[src/include/dcc_pkg.sv]
// Constants and types for the downconverter configuration command interpreter
package dcc_pkg;
  localparam logic [7:0] ADDR_ACTIVITY   = 8'h02;
  localparam logic [7:0] ADDR_LOOP       = 8'h03;
  localparam logic [7:0] ADDR_IN_TUNE    = 8'h10;
  localparam logic [7:0] ADDR_OUT_TUNE   = 8'h11;
  localparam logic [7:0] ADDR_FRONT_AMP  = 8'h14;
  localparam logic [7:0] ADDR_ATTEN      = 8'h15;
  localparam logic [7:0] ADDR_ROUTING    = 8'h16;
  localparam logic [7:0] ADDR_GAIN_AUTO  = 8'h17;
  localparam logic [7:0] ADDR_SAVE       = 8'h18;
  localparam logic [7:0] ADDR_POWER      = 8'h19;
  localparam logic [7:0] ADDR_TIMEBASE   = 8'h1a;
  localparam logic [7:0] ADDR_TRIM       = 8'h1b;
  localparam logic [7:0] ADDR_OSC_ROUTE  = 8'h1c;
  localparam logic [7:0] ADDR_CALIBRATE  = 8'h1d;
  localparam logic [7:0] ADDR_NVM_WRITE  = 8'h1e;
  localparam logic [7:0] ADDR_PLAN       = 8'h1f;
  // Data byte counts per command
  localparam logic [2:0] LEN_1 = 3'h1;
  localparam logic [2:0] LEN_3 = 3'h3;
  localparam logic [2:0] LEN_5 = 3'h5;
  localparam logic [2:0] LEN_7 = 3'h7;
  // Acknowledge byte value
  localparam logic [7:0] ACK_BYTE = 8'h00;
  // Field positions
  localparam int FREQ_W       = 48;
  localparam int DIRECT_LO1   = 48;
  localparam int PLAN_SEL_LO  = 48;
  localparam int PLAN_SEL_HI  = 50;
  localparam int ATTEN_SEL_LO = 8;
  localparam int ATTEN_SEL_HI = 10;
  localparam int SEC_LO       = 1;
  localparam int SEC_HI       = 3;
  localparam int LEVEL_IN_LO  = 8;
  localparam int LEVEL_MX_LO  = 16;
  localparam int LEVEL_OUT_LO = 24;
  localparam int NVM_ADDR_LO  = 8;
  localparam int NVM_ADDR_HI  = 23;
  localparam int TRIM_W       = 16;
  // Section codes
  localparam logic [2:0] SEC_ALL   = 3'h0;
  localparam logic [2:0] SEC_OSC1  = 3'h1;
  localparam logic [2:0] SEC_OSC2  = 3'h2;
  localparam logic [2:0] SEC_OSC3  = 3'h3;
  localparam logic [2:0] SEC_CHAIN = 3'h4;
  localparam int N_ATTEN = 6;

  typedef enum logic [2:0] {
    DCC_ADDR = 3'b001,
    DCC_DATA = 3'b010,
    DCC_ACK  = 3'b100
  } dcc_state_e;
endpackage

[src/design/dcc_top.sv]
// Byte-wide configuration command interpreter of the downconverter
`timescale 1ns/1ps
module dcc_top
  import dcc_pkg::*;
(
  input  wire logic        mclk,                // System clock
  input  wire logic        reset,               // Async reset, high
  input  wire logic [7:0]  rx_data,             // Incoming command byte
  input  wire logic        rx_valid,            // Byte present
  output logic             rx_ready,            // Byte accepted
  output logic [7:0]       ack_data,            // Acknowledge byte
  output logic             ack_valid,           // Acknowledge pending
  input  wire logic        ack_ready,           // Host reads acknowledge
  output logic             activity_led,        // Front-panel LED
  output logic [1:0]       loop_gain,           // Synth loop gain
  output logic             fast_tune,           // First oscillator fast tune
  output logic [47:0]      input_freq,          // Input frequency, mHz
  output logic [47:0]      output_freq,         // Final IF, mHz
  output logic [47:0]      lo1_direct_freq,     // Direct first LO word
  output logic             lo1_direct_load,     // Pulse: apply direct word
  output logic             tune_changed,        // Pulse: tuning changed
  output logic             input_amplifier_on,  // Input amplifier
  output logic [7:0]       atten_value [N_ATTEN], // Attenuators, 0.25 dB
  output logic             skip_all_mixing,     // Input to third-IF out
  output logic             external_second_if_select, // Ext second IF
  output logic             skip_third_mixing,   // Bypass third mixer
  output logic             second_if_filter_select, // 160/80 MHz
  output logic [1:0]       third_if_bank_one_select, // 500/250/thru
  output logic             third_if_bank_two_select, // LPF/bandpass
  output logic             spectrum_flip,       // Invert spectrum
  output logic             gain_automation_on,  // Auto gain enable
  output logic             computed_amplifier_control, // Auto amp
  output logic [1:0]       noise_linearity_tradeoff, // Trade-off code
  output logic [7:0]       expected_input_level, // Sign+magnitude dB
  output logic [7:0]       expected_mixer_level, // Sign+magnitude dB
  output logic [7:0]       expected_output_level, // Sign+magnitude dB
  output logic             gain_recompute,      // Pulse: recompute gain
  output logic             save_startup,        // Pulse: save settings
  output logic             standby_all,         // Whole device standby
  output logic [2:0]       standby_osc,         // Oscillators 1..3 standby
  output logic             standby_chain,       // Signal chain standby
  output logic             external_reference_lock, // Lock external ref
  output logic             reference_output_on, // Ref out enable
  output logic             reference_output_rate_select, // 10/100 MHz
  output logic             backplane_clock_export, // Backplane 10 MHz
  output logic [15:0]      trim_dac,            // Timebase DAC word
  output logic             lo1_external,        // First osc to out port
  output logic             calibrate_start,     // Pulse: start self-cal
  output logic             nvm_we,              // Pulse: memory write
  output logic [15:0]      nvm_addr,            // Memory address
  output logic [7:0]       nvm_wdata,           // Memory byte
  output logic             plan_we,             // Pulse: plan default
  output logic [2:0]       plan_sel,            // Plan frequency select
  output logic [47:0]      plan_value           // Plan default value
);

  typedef struct packed {
    dcc_state_e  state;
    logic [7:0]  addr;
    logic [2:0]  need;
    logic [2:0]  cnt;
    logic [55:0] shreg;
    logic        led;
    logic [1:0]  gain;
    logic        fast;
    logic [47:0] in_f;
    logic [47:0] out_f;
    logic [47:0] lo1_f;
    logic        lo1_ld;
    logic        tune_chg;
    logic [47:0] atten;
    logic [9:0]  route;
    logic [4:0]  auto;
    logic [23:0] levels;
    logic        recompute;
    logic        save;
    logic        sb_all;
    logic [2:0]  sb_osc;
    logic        sb_chain;
    logic [3:0]  tb;
    logic [15:0] trim;
    logic        lo1_ext;
    logic        cal;
    logic        nvm;
    logic [23:0] nvm_bits;
    logic        plan;
    logic [50:0] plan_bits;
  } dcc_state_s;

  dcc_state_s r;
  dcc_state_s next_r;

  function automatic logic [2:0] dcc_len(input logic [7:0] a);
    case (a)
      ADDR_IN_TUNE, ADDR_OUT_TUNE, ADDR_PLAN: dcc_len = LEN_7;
      ADDR_ATTEN, ADDR_ROUTING, ADDR_TRIM, ADDR_NVM_WRITE: dcc_len = LEN_3;
      ADDR_GAIN_AUTO: dcc_len = LEN_5;
      default: dcc_len = LEN_1;
    endcase
  endfunction

  logic [55:0] d;
  logic [2:0]  sel;

  always_comb begin
    next_r = r;
    next_r.lo1_ld = 1'b0;
    next_r.tune_chg = 1'b0;
    next_r.recompute = 1'b0;
    next_r.save = 1'b0;
    next_r.cal = 1'b0;
    next_r.nvm = 1'b0;
    next_r.plan = 1'b0;
    d = '0;
    sel = '0;
    case (r.state)
      DCC_ADDR: begin
        if (rx_valid) begin
          next_r.addr = rx_data;
          next_r.need = dcc_len(rx_data);
          next_r.cnt = '0;
          next_r.shreg = '0;
          next_r.state = DCC_DATA;
        end
      end
      DCC_DATA: begin
        if (rx_valid) begin
          // Data arrives least significant byte first
          d = {rx_data, r.shreg[55:8]} >> (8 * (3'h6 - r.cnt));
          next_r.shreg = {rx_data, r.shreg[55:8]};
          next_r.cnt = r.cnt + 3'h1;
          if (r.cnt + 3'h1 == r.need) begin
            next_r.state = DCC_ACK;
            case (r.addr)
              ADDR_ACTIVITY: next_r.led = d[0];
              ADDR_LOOP: begin
                next_r.gain = d[1:0];
                next_r.fast = d[2];
              end
              ADDR_IN_TUNE: begin
                if (d[DIRECT_LO1]) begin
                  next_r.lo1_f = d[FREQ_W-1:0];
                  next_r.lo1_ld = 1'b1;
                end else begin
                  next_r.in_f = d[FREQ_W-1:0];
                  next_r.tune_chg = 1'b1;
                  next_r.recompute = r.auto[0];
                end
              end
              ADDR_OUT_TUNE: begin
                next_r.out_f = d[FREQ_W-1:0];
                next_r.tune_chg = 1'b1;
                next_r.recompute = r.auto[0];
              end
              ADDR_FRONT_AMP: next_r.route[9] = d[0];
              ADDR_ATTEN: begin
                sel = d[ATTEN_SEL_HI:ATTEN_SEL_LO];
                if (sel < 3'(N_ATTEN) && sel != 3'h2)
                  next_r.atten[8*sel +: 8] = d[7:0];
              end
              ADDR_ROUTING: next_r.route = d[9:0];
              ADDR_GAIN_AUTO: begin
                next_r.auto = d[4:0];
                if (d[1])
                  next_r.levels = d[31:8];
              end
              ADDR_SAVE: next_r.save = 1'b1;
              ADDR_POWER: begin
                sel = d[SEC_HI:SEC_LO];
                case (sel)
                  SEC_ALL: next_r.sb_all = d[0];
                  SEC_OSC1: next_r.sb_osc[0] = d[0];
                  SEC_OSC2: next_r.sb_osc[1] = d[0];
                  SEC_OSC3: next_r.sb_osc[2] = d[0];
                  SEC_CHAIN: next_r.sb_chain = d[0];
                  default: next_r.sb_all = r.sb_all;
                endcase
              end
              ADDR_TIMEBASE: next_r.tb = d[3:0];
              ADDR_TRIM: next_r.trim = d[TRIM_W-1:0];
              ADDR_OSC_ROUTE: next_r.lo1_ext = d[0];
              ADDR_CALIBRATE: next_r.cal = 1'b1;
              ADDR_NVM_WRITE: begin
                next_r.nvm = 1'b1;
                next_r.nvm_bits = d[NVM_ADDR_HI:0];
              end
              ADDR_PLAN: begin
                next_r.plan = 1'b1;
                next_r.plan_bits = d[PLAN_SEL_HI:0];
              end
              default: next_r.addr = r.addr;
            endcase
          end
        end
      end
      DCC_ACK: begin
        if (ack_ready)
          next_r.state = DCC_ADDR;
      end
      default: next_r.state = DCC_ADDR;
    endcase
  end

  always_ff @(posedge mclk or posedge reset) begin
    if (reset) begin
      r <= '0;
      r.state <= DCC_ADDR;
    end else begin
      r <= next_r;
    end
  end

  assign rx_ready = (r.state != DCC_ACK);
  assign ack_valid = (r.state == DCC_ACK);
  assign ack_data = ACK_BYTE;
  assign activity_led = r.led;
  assign loop_gain = r.gain;
  assign fast_tune = r.fast;
  assign input_freq = r.in_f;
  assign output_freq = r.out_f;
  assign lo1_direct_freq = r.lo1_f;
  assign lo1_direct_load = r.lo1_ld;
  assign tune_changed = r.tune_chg;
  assign input_amplifier_on = r.route[9];
  for (genvar i = 0; i < N_ATTEN; i++) begin : g_att
    assign atten_value[i] = r.atten[8*i +: 8];
  end
  assign skip_all_mixing = r.route[0];
  assign external_second_if_select = r.route[1];
  assign skip_third_mixing = r.route[2];
  assign second_if_filter_select = r.route[4];
  assign third_if_bank_one_select = r.route[6:5];
  assign third_if_bank_two_select = r.route[7];
  assign spectrum_flip = r.route[8];
  assign gain_automation_on = r.auto[0];
  assign computed_amplifier_control = r.auto[2];
  assign noise_linearity_tradeoff = r.auto[4:3];
  assign expected_input_level = r.levels[7:0];
  assign expected_mixer_level = r.levels[15:8];
  assign expected_output_level = r.levels[23:16];
  assign gain_recompute = r.recompute;
  assign save_startup = r.save;
  assign standby_all = r.sb_all;
  assign standby_osc = r.sb_osc;
  assign standby_chain = r.sb_chain;
  assign external_reference_lock = r.tb[0];
  assign reference_output_on = r.tb[1];
  assign reference_output_rate_select = r.tb[2];
  assign backplane_clock_export = r.tb[3];
  assign trim_dac = r.trim;
  assign lo1_external = r.lo1_ext;
  assign calibrate_start = r.cal;
  assign nvm_we = r.nvm;
  assign nvm_addr = r.nvm_bits[NVM_ADDR_HI:NVM_ADDR_LO];
  assign nvm_wdata = r.nvm_bits[7:0];
  assign plan_we = r.plan;
  assign plan_sel = r.plan_bits[PLAN_SEL_HI:PLAN_SEL_LO];
  assign plan_value = r.plan_bits[FREQ_W-1:0];

  ack_after_cmd_a: assert property (@(posedge mclk) disable iff (reset)
    (r.state == DCC_DATA && rx_valid && next_r.state == DCC_ACK)
    |=> ack_valid) else $error("No acknowledge after last byte");
  no_rx_in_ack_a: assert property (@(posedge mclk) disable iff (reset)
    ack_valid && !ack_ready |=> ack_valid && !rx_ready)
    else $error("Ack dropped or byte taken before ack read");
  led_update_a: assert property (@(posedge mclk) disable iff (reset)
    (r.state == DCC_DATA && rx_valid && r.addr == ADDR_ACTIVITY)
    |=> activity_led == $past(rx_data[0])) else $error("LED wrong");
  loop_fast_a: assert property (@(posedge mclk) disable iff (reset)
    (r.state == DCC_DATA && rx_valid && r.addr == ADDR_LOOP)
    |=> fast_tune == $past(rx_data[2])) else $error("Fast tune wrong");
  direct_keep_a: assert property (@(posedge mclk) disable iff (reset)
    lo1_direct_load |-> $stable(input_freq))
    else $error("Input frequency changed on direct load");
  amp_cmd_a: assert property (@(posedge mclk) disable iff (reset)
    (r.state == DCC_DATA && rx_valid && r.addr == ADDR_FRONT_AMP)
    |=> input_amplifier_on == $past(rx_data[0])) else $error("Amp wrong");
  recompute_gate_a: assert property (@(posedge mclk) disable iff (reset)
    gain_recompute |-> tune_changed && gain_automation_on)
    else $error("Recompute without automation");
  cal_ack_a: assert property (@(posedge mclk) disable iff (reset)
    calibrate_start |-> ack_valid) else $error("Calibrate ack late");
  len_tune_a: assert property (@(posedge mclk) disable iff (reset)
    (r.state == DCC_ADDR && rx_valid && rx_data == ADDR_IN_TUNE)
    |=> (r.state == DCC_DATA && r.need == LEN_7))
    else $error("Tune length wrong");
endmodule

[config.mk]
export PLATFORM = sky130hd
export DESIGN_NAME = dcc_top
export DESIGN_NICKNAME = d
export VERILOG_FILES = /design/src/include/dcc_pkg.sv /design/src/design/dcc_top.sv
export SDC_FILE = /design/constraint.sdc
export NUM_CORES = 1
export LEC_CHECK = 0
export ABC_CLOCK_PERIOD_IN_PS = 15500
export BUFFER_PORTS_ARGS = -buffer_cell sky130_fd_sc_hd__buf_2
export CAP_MARGIN = 10
export CORE_MARGIN = 4
export CORE_UTILIZATION = 51
export DETAILED_ROUTE_END_ITERATION = 7
export PLACE_DENSITY = 0.74
export SYNTH_ARGS = -nofsm -noshare
export SYNTH_HDL_FRONTEND = slang
export SYNTH_SLANG_ARGS = --single-unit
[constraint.sdc]
create_clock -name mclk -period 15.5 [get_ports mclk]
set_input_delay 1.55 -clock mclk [delete_from_list [all_inputs] [get_ports mclk]]
set_output_delay 1.55 -clock mclk [all_outputs]
set_load 0.02 [all_outputs]
==> flow_metrics.py <==
metrics = {
    "yosys": {
        "syn_area_per_cell_um2": 9.74,
        "synthTopCellsByArea": "dfrtp_1, buf_4, o21ai_0, nand2_1, mux2_2",
        "ys.flop_type": "dfrtp_1",
        "synth-simple-area-share_pct": 12.7,
        "synth_cells": 2004,
        "synthXorXnorAreaFrac_pct": 0.372,
        "yosysWarnings": 0,
        "netlist_area_um2": 19500,
        "synth_compound_area_share_pct": 12.0,
        "yosys.area_share.adder_pct": 0.449,
        "yosysSeqAreaShare_pct": 52.1,
        "synth_top_area_share_pct": 51.9,
        "ys_types": 76,
        "async_flop_share_pct": 100,
        "synth.area.mux_share_pct": 6.78,
        "synth_top_cell_by_area": "dfrtp_1",
        "synth_edf_count": 0,
        "synth.most_common_cell": "dfrtp_1",
        "synth-seq-cells": 406,
        "synth_top_family_by_area": "buffers and inverters",
        "synthTopCellsByCount": "dfrtp_1, nand2_1, o21ai_0",
    },
    "route": {
        "vias_per_cell": 5.46,
        "drc": 0,
        "dr.pass1.iters": 5,
        "antenna_left": 0,
        "vias": 13781,
        "drtIter0Drc": 1152,
        "routedWlPerCell_um": 20.4,
        "routed_wl_mm": 51.6,
    },
    "cts": {
        "cts_resized": 0,
        "htreeDepth": 2,
        "cts_sinks": 406,
        "postCtsSetupRepairBufs": 0,
        "cts_buffer_depth": 3,
        "cts_tree": "yes",
        "clkSlewWorstSetupHoldPaths_ps": 60,
        "insertion_delay_ps": 560,
        "cts-hold-fix-buffers": 0,
        "clockRootBuffer": "clkbuf_16",
        "cts_buffers": 42,
    },
    "global_routing": {
        "antenna_found_initial": 3,
        "grt_max_degree": 170,
        "met1_usage_pct": 33.7,
        "use_met2_pct": 38.3,
        "met3_usage_pct": 4.91,
        "busiest_layer": "met2",
        "grtUsageTotal_pct": 24.4,
        "grt_pass1_vias": 13358,
        "grt-ovfl-total": 0,
        "grt_first_pass_wirelength_mm": 79.6,
    },
    "worst_setup_path": {
        "startpoint_type": "register",
        "path_max_fanout": 77,
        "cp.required_ps": 15940,
        "cp.arrival_ps": 5750,
        "crit_path_end_kind": "register",
        "crit_type": "register to register",
    },
    "pwr": {
        "power.share.clock_pct": 37.5,
        "p_leak_nw": 10.5,
        "combPwrFrac_pct": 20.2,
        "switchingPower_mw": 0.863,
        "intPower_mw": 1.86,
        "seq_power_share_pct": 42.3,
        "vdd_drop_max_mv": 0.0759,
        "power.density_nw_per_um2": 132,
        "switching_share_pct": 31.7,
    },
    "sta": {
        "rsz0062_at_grt": "no",
        "tightest_slew_ps": 1300,
        "final.period_utilization_pct": 34.2,
        "finClkSkew_ps": 15.1,
        "setup_viol": 0,
        "fin_setup_tns_ps": 0,
        "slew_viol_final": 0,
        "fin_crit_ps": 5300,
        "max_freq_ghz": 0.189,
        "fin_ws_ps": 10200,
        "relSlewSlack_pct": 12.2,
        "final_hold_viol_count": 0,
    },
    "layout": {
        "syn_to_final_growth_pct": 5.70,
        "utilization_pct": 54.8,
        "stdcell_count": 2524,
        "final_layout_size_suffix_gt1_share_pct": 26.9,
        "nFillCells": 3305,
        "finalNetCount": 2006,
        "diodes": 0,
    },
    "die": {
        "die-height_um": 204,
        "ios": 363,
        "initial_core_util_pct": 51.8,
        "die-area_um2": 41500,
        "rows": 71,
        "core-area_um2": 37700,
        "die_x_um": 204,
    },
    "placement": {
        "place.port_buffers": 354,
        "dp_cells": 2453,
        "dp.final_hpwl_mm": 36.0,
        "gp_congestion": 0.894,
        "pre_cts_ws_ps": 10080,
    },
    "outcome": {
        "status": "completed",
    },
    "hold_path": {
        "hold_class": "register to register",
    },
    "job": {
        "max_cap_viol_count": 0,
    },
}
## path summary, 6_finish.rpt
path                                     from  slack [ps]            endpoint  cells past startpoint
max                                    r[399]       10200            register                     11
min                        lo1_direct_freq[3]         470  lo1_direct_freq[3]                      2
min reg2reg                lo1_direct_freq[3]         470  lo1_direct_freq[3]                      2
max in group asynchronous               reset       12530      output_freq[6]                      3
min in group asynchronous               reset        1250      plan_value[25]                      2
max reg2reg                            r[399]       10200            register                     11
## stage by stage
stage	cell area, µm²	hold slack (ps)	total power, mW
detailed placement	19200	464	1.72
global placement	19200	455	1.70
global route	20600	489	2.83
finish	20600	472	2.72
floorplan	19500	447	1.55
CTS	20600	477	2.73
## metal layers
metal | vias to the layer above | routed length (µm)
met4 | 6 | 2110
met5 | - | 40
met3 | 134 | 3510
met1 | 6817 | 21900
li1 | 6317 | -
met2 | 507 | 24000
## power by group through the flow
stage	clock network (mW)	logic [mW]	registers [mW]
floorplan	0	0.398	1.15
global placement	0	0.535	1.17
detailed placement	0	0.546	1.17
CTS	1.04	0.548	1.15
global route	1.08	0.596	1.16
finish	1.02	0.552	1.15
## cell families after synthesis
| group | count (synthesis) |
|---|---|
| flops | 406 |
| fa+ha+maj | 7 |
| mux | 112 |
| xor+xnor | 5 |
| buf+inv | 474 |
| compound gates | 419 |
| simple gates | 580 |
| other cells | 1 |
## cell type report
| type | instances | area [µm²] | share of cell area (%) |
|---|---|---|---|
| flip-flops and latches | 406 | 10200 | 49.3 |
| multi-input cells | 1131 | 6370 | 30.9 |
| repair buffers | 376 | 1950 | 9.44 |
| clock buffers | 58 | 1210 | 5.88 |
| well taps | 511 | 639 | 3.10 |
| clock inverters | 12 | 169 | 0.819 |
| inverters | 30 | 125 | 0.607 |
## critical path: stages (launching register included)
cell,delay (ps)
dfrtp_2,430
buf_4,650
ha_1,580
xor2_2,560
o21ai_0,240
a211oi_2,520
inv_2,250
ha_1,280
ha_1,360
nand2b_1,140
or4b_1,770
mux2_4,400
## placed cells by master (no fill, tap or decap), types with 9 or more instances in the layout
master	count
a21oi_1	31
buf_2	354
buf_4	20
clkbuf_16	43
dfrtp_1	404
inv_1	25
mux2_2	56
mux2_4	9
mux2i_1	40
nand2_1	399
nand3_1	63
nor2_1	58
o21ai_0	330
o31ai_1	9
No activity file was read; power rests on OpenSTA's default activity.
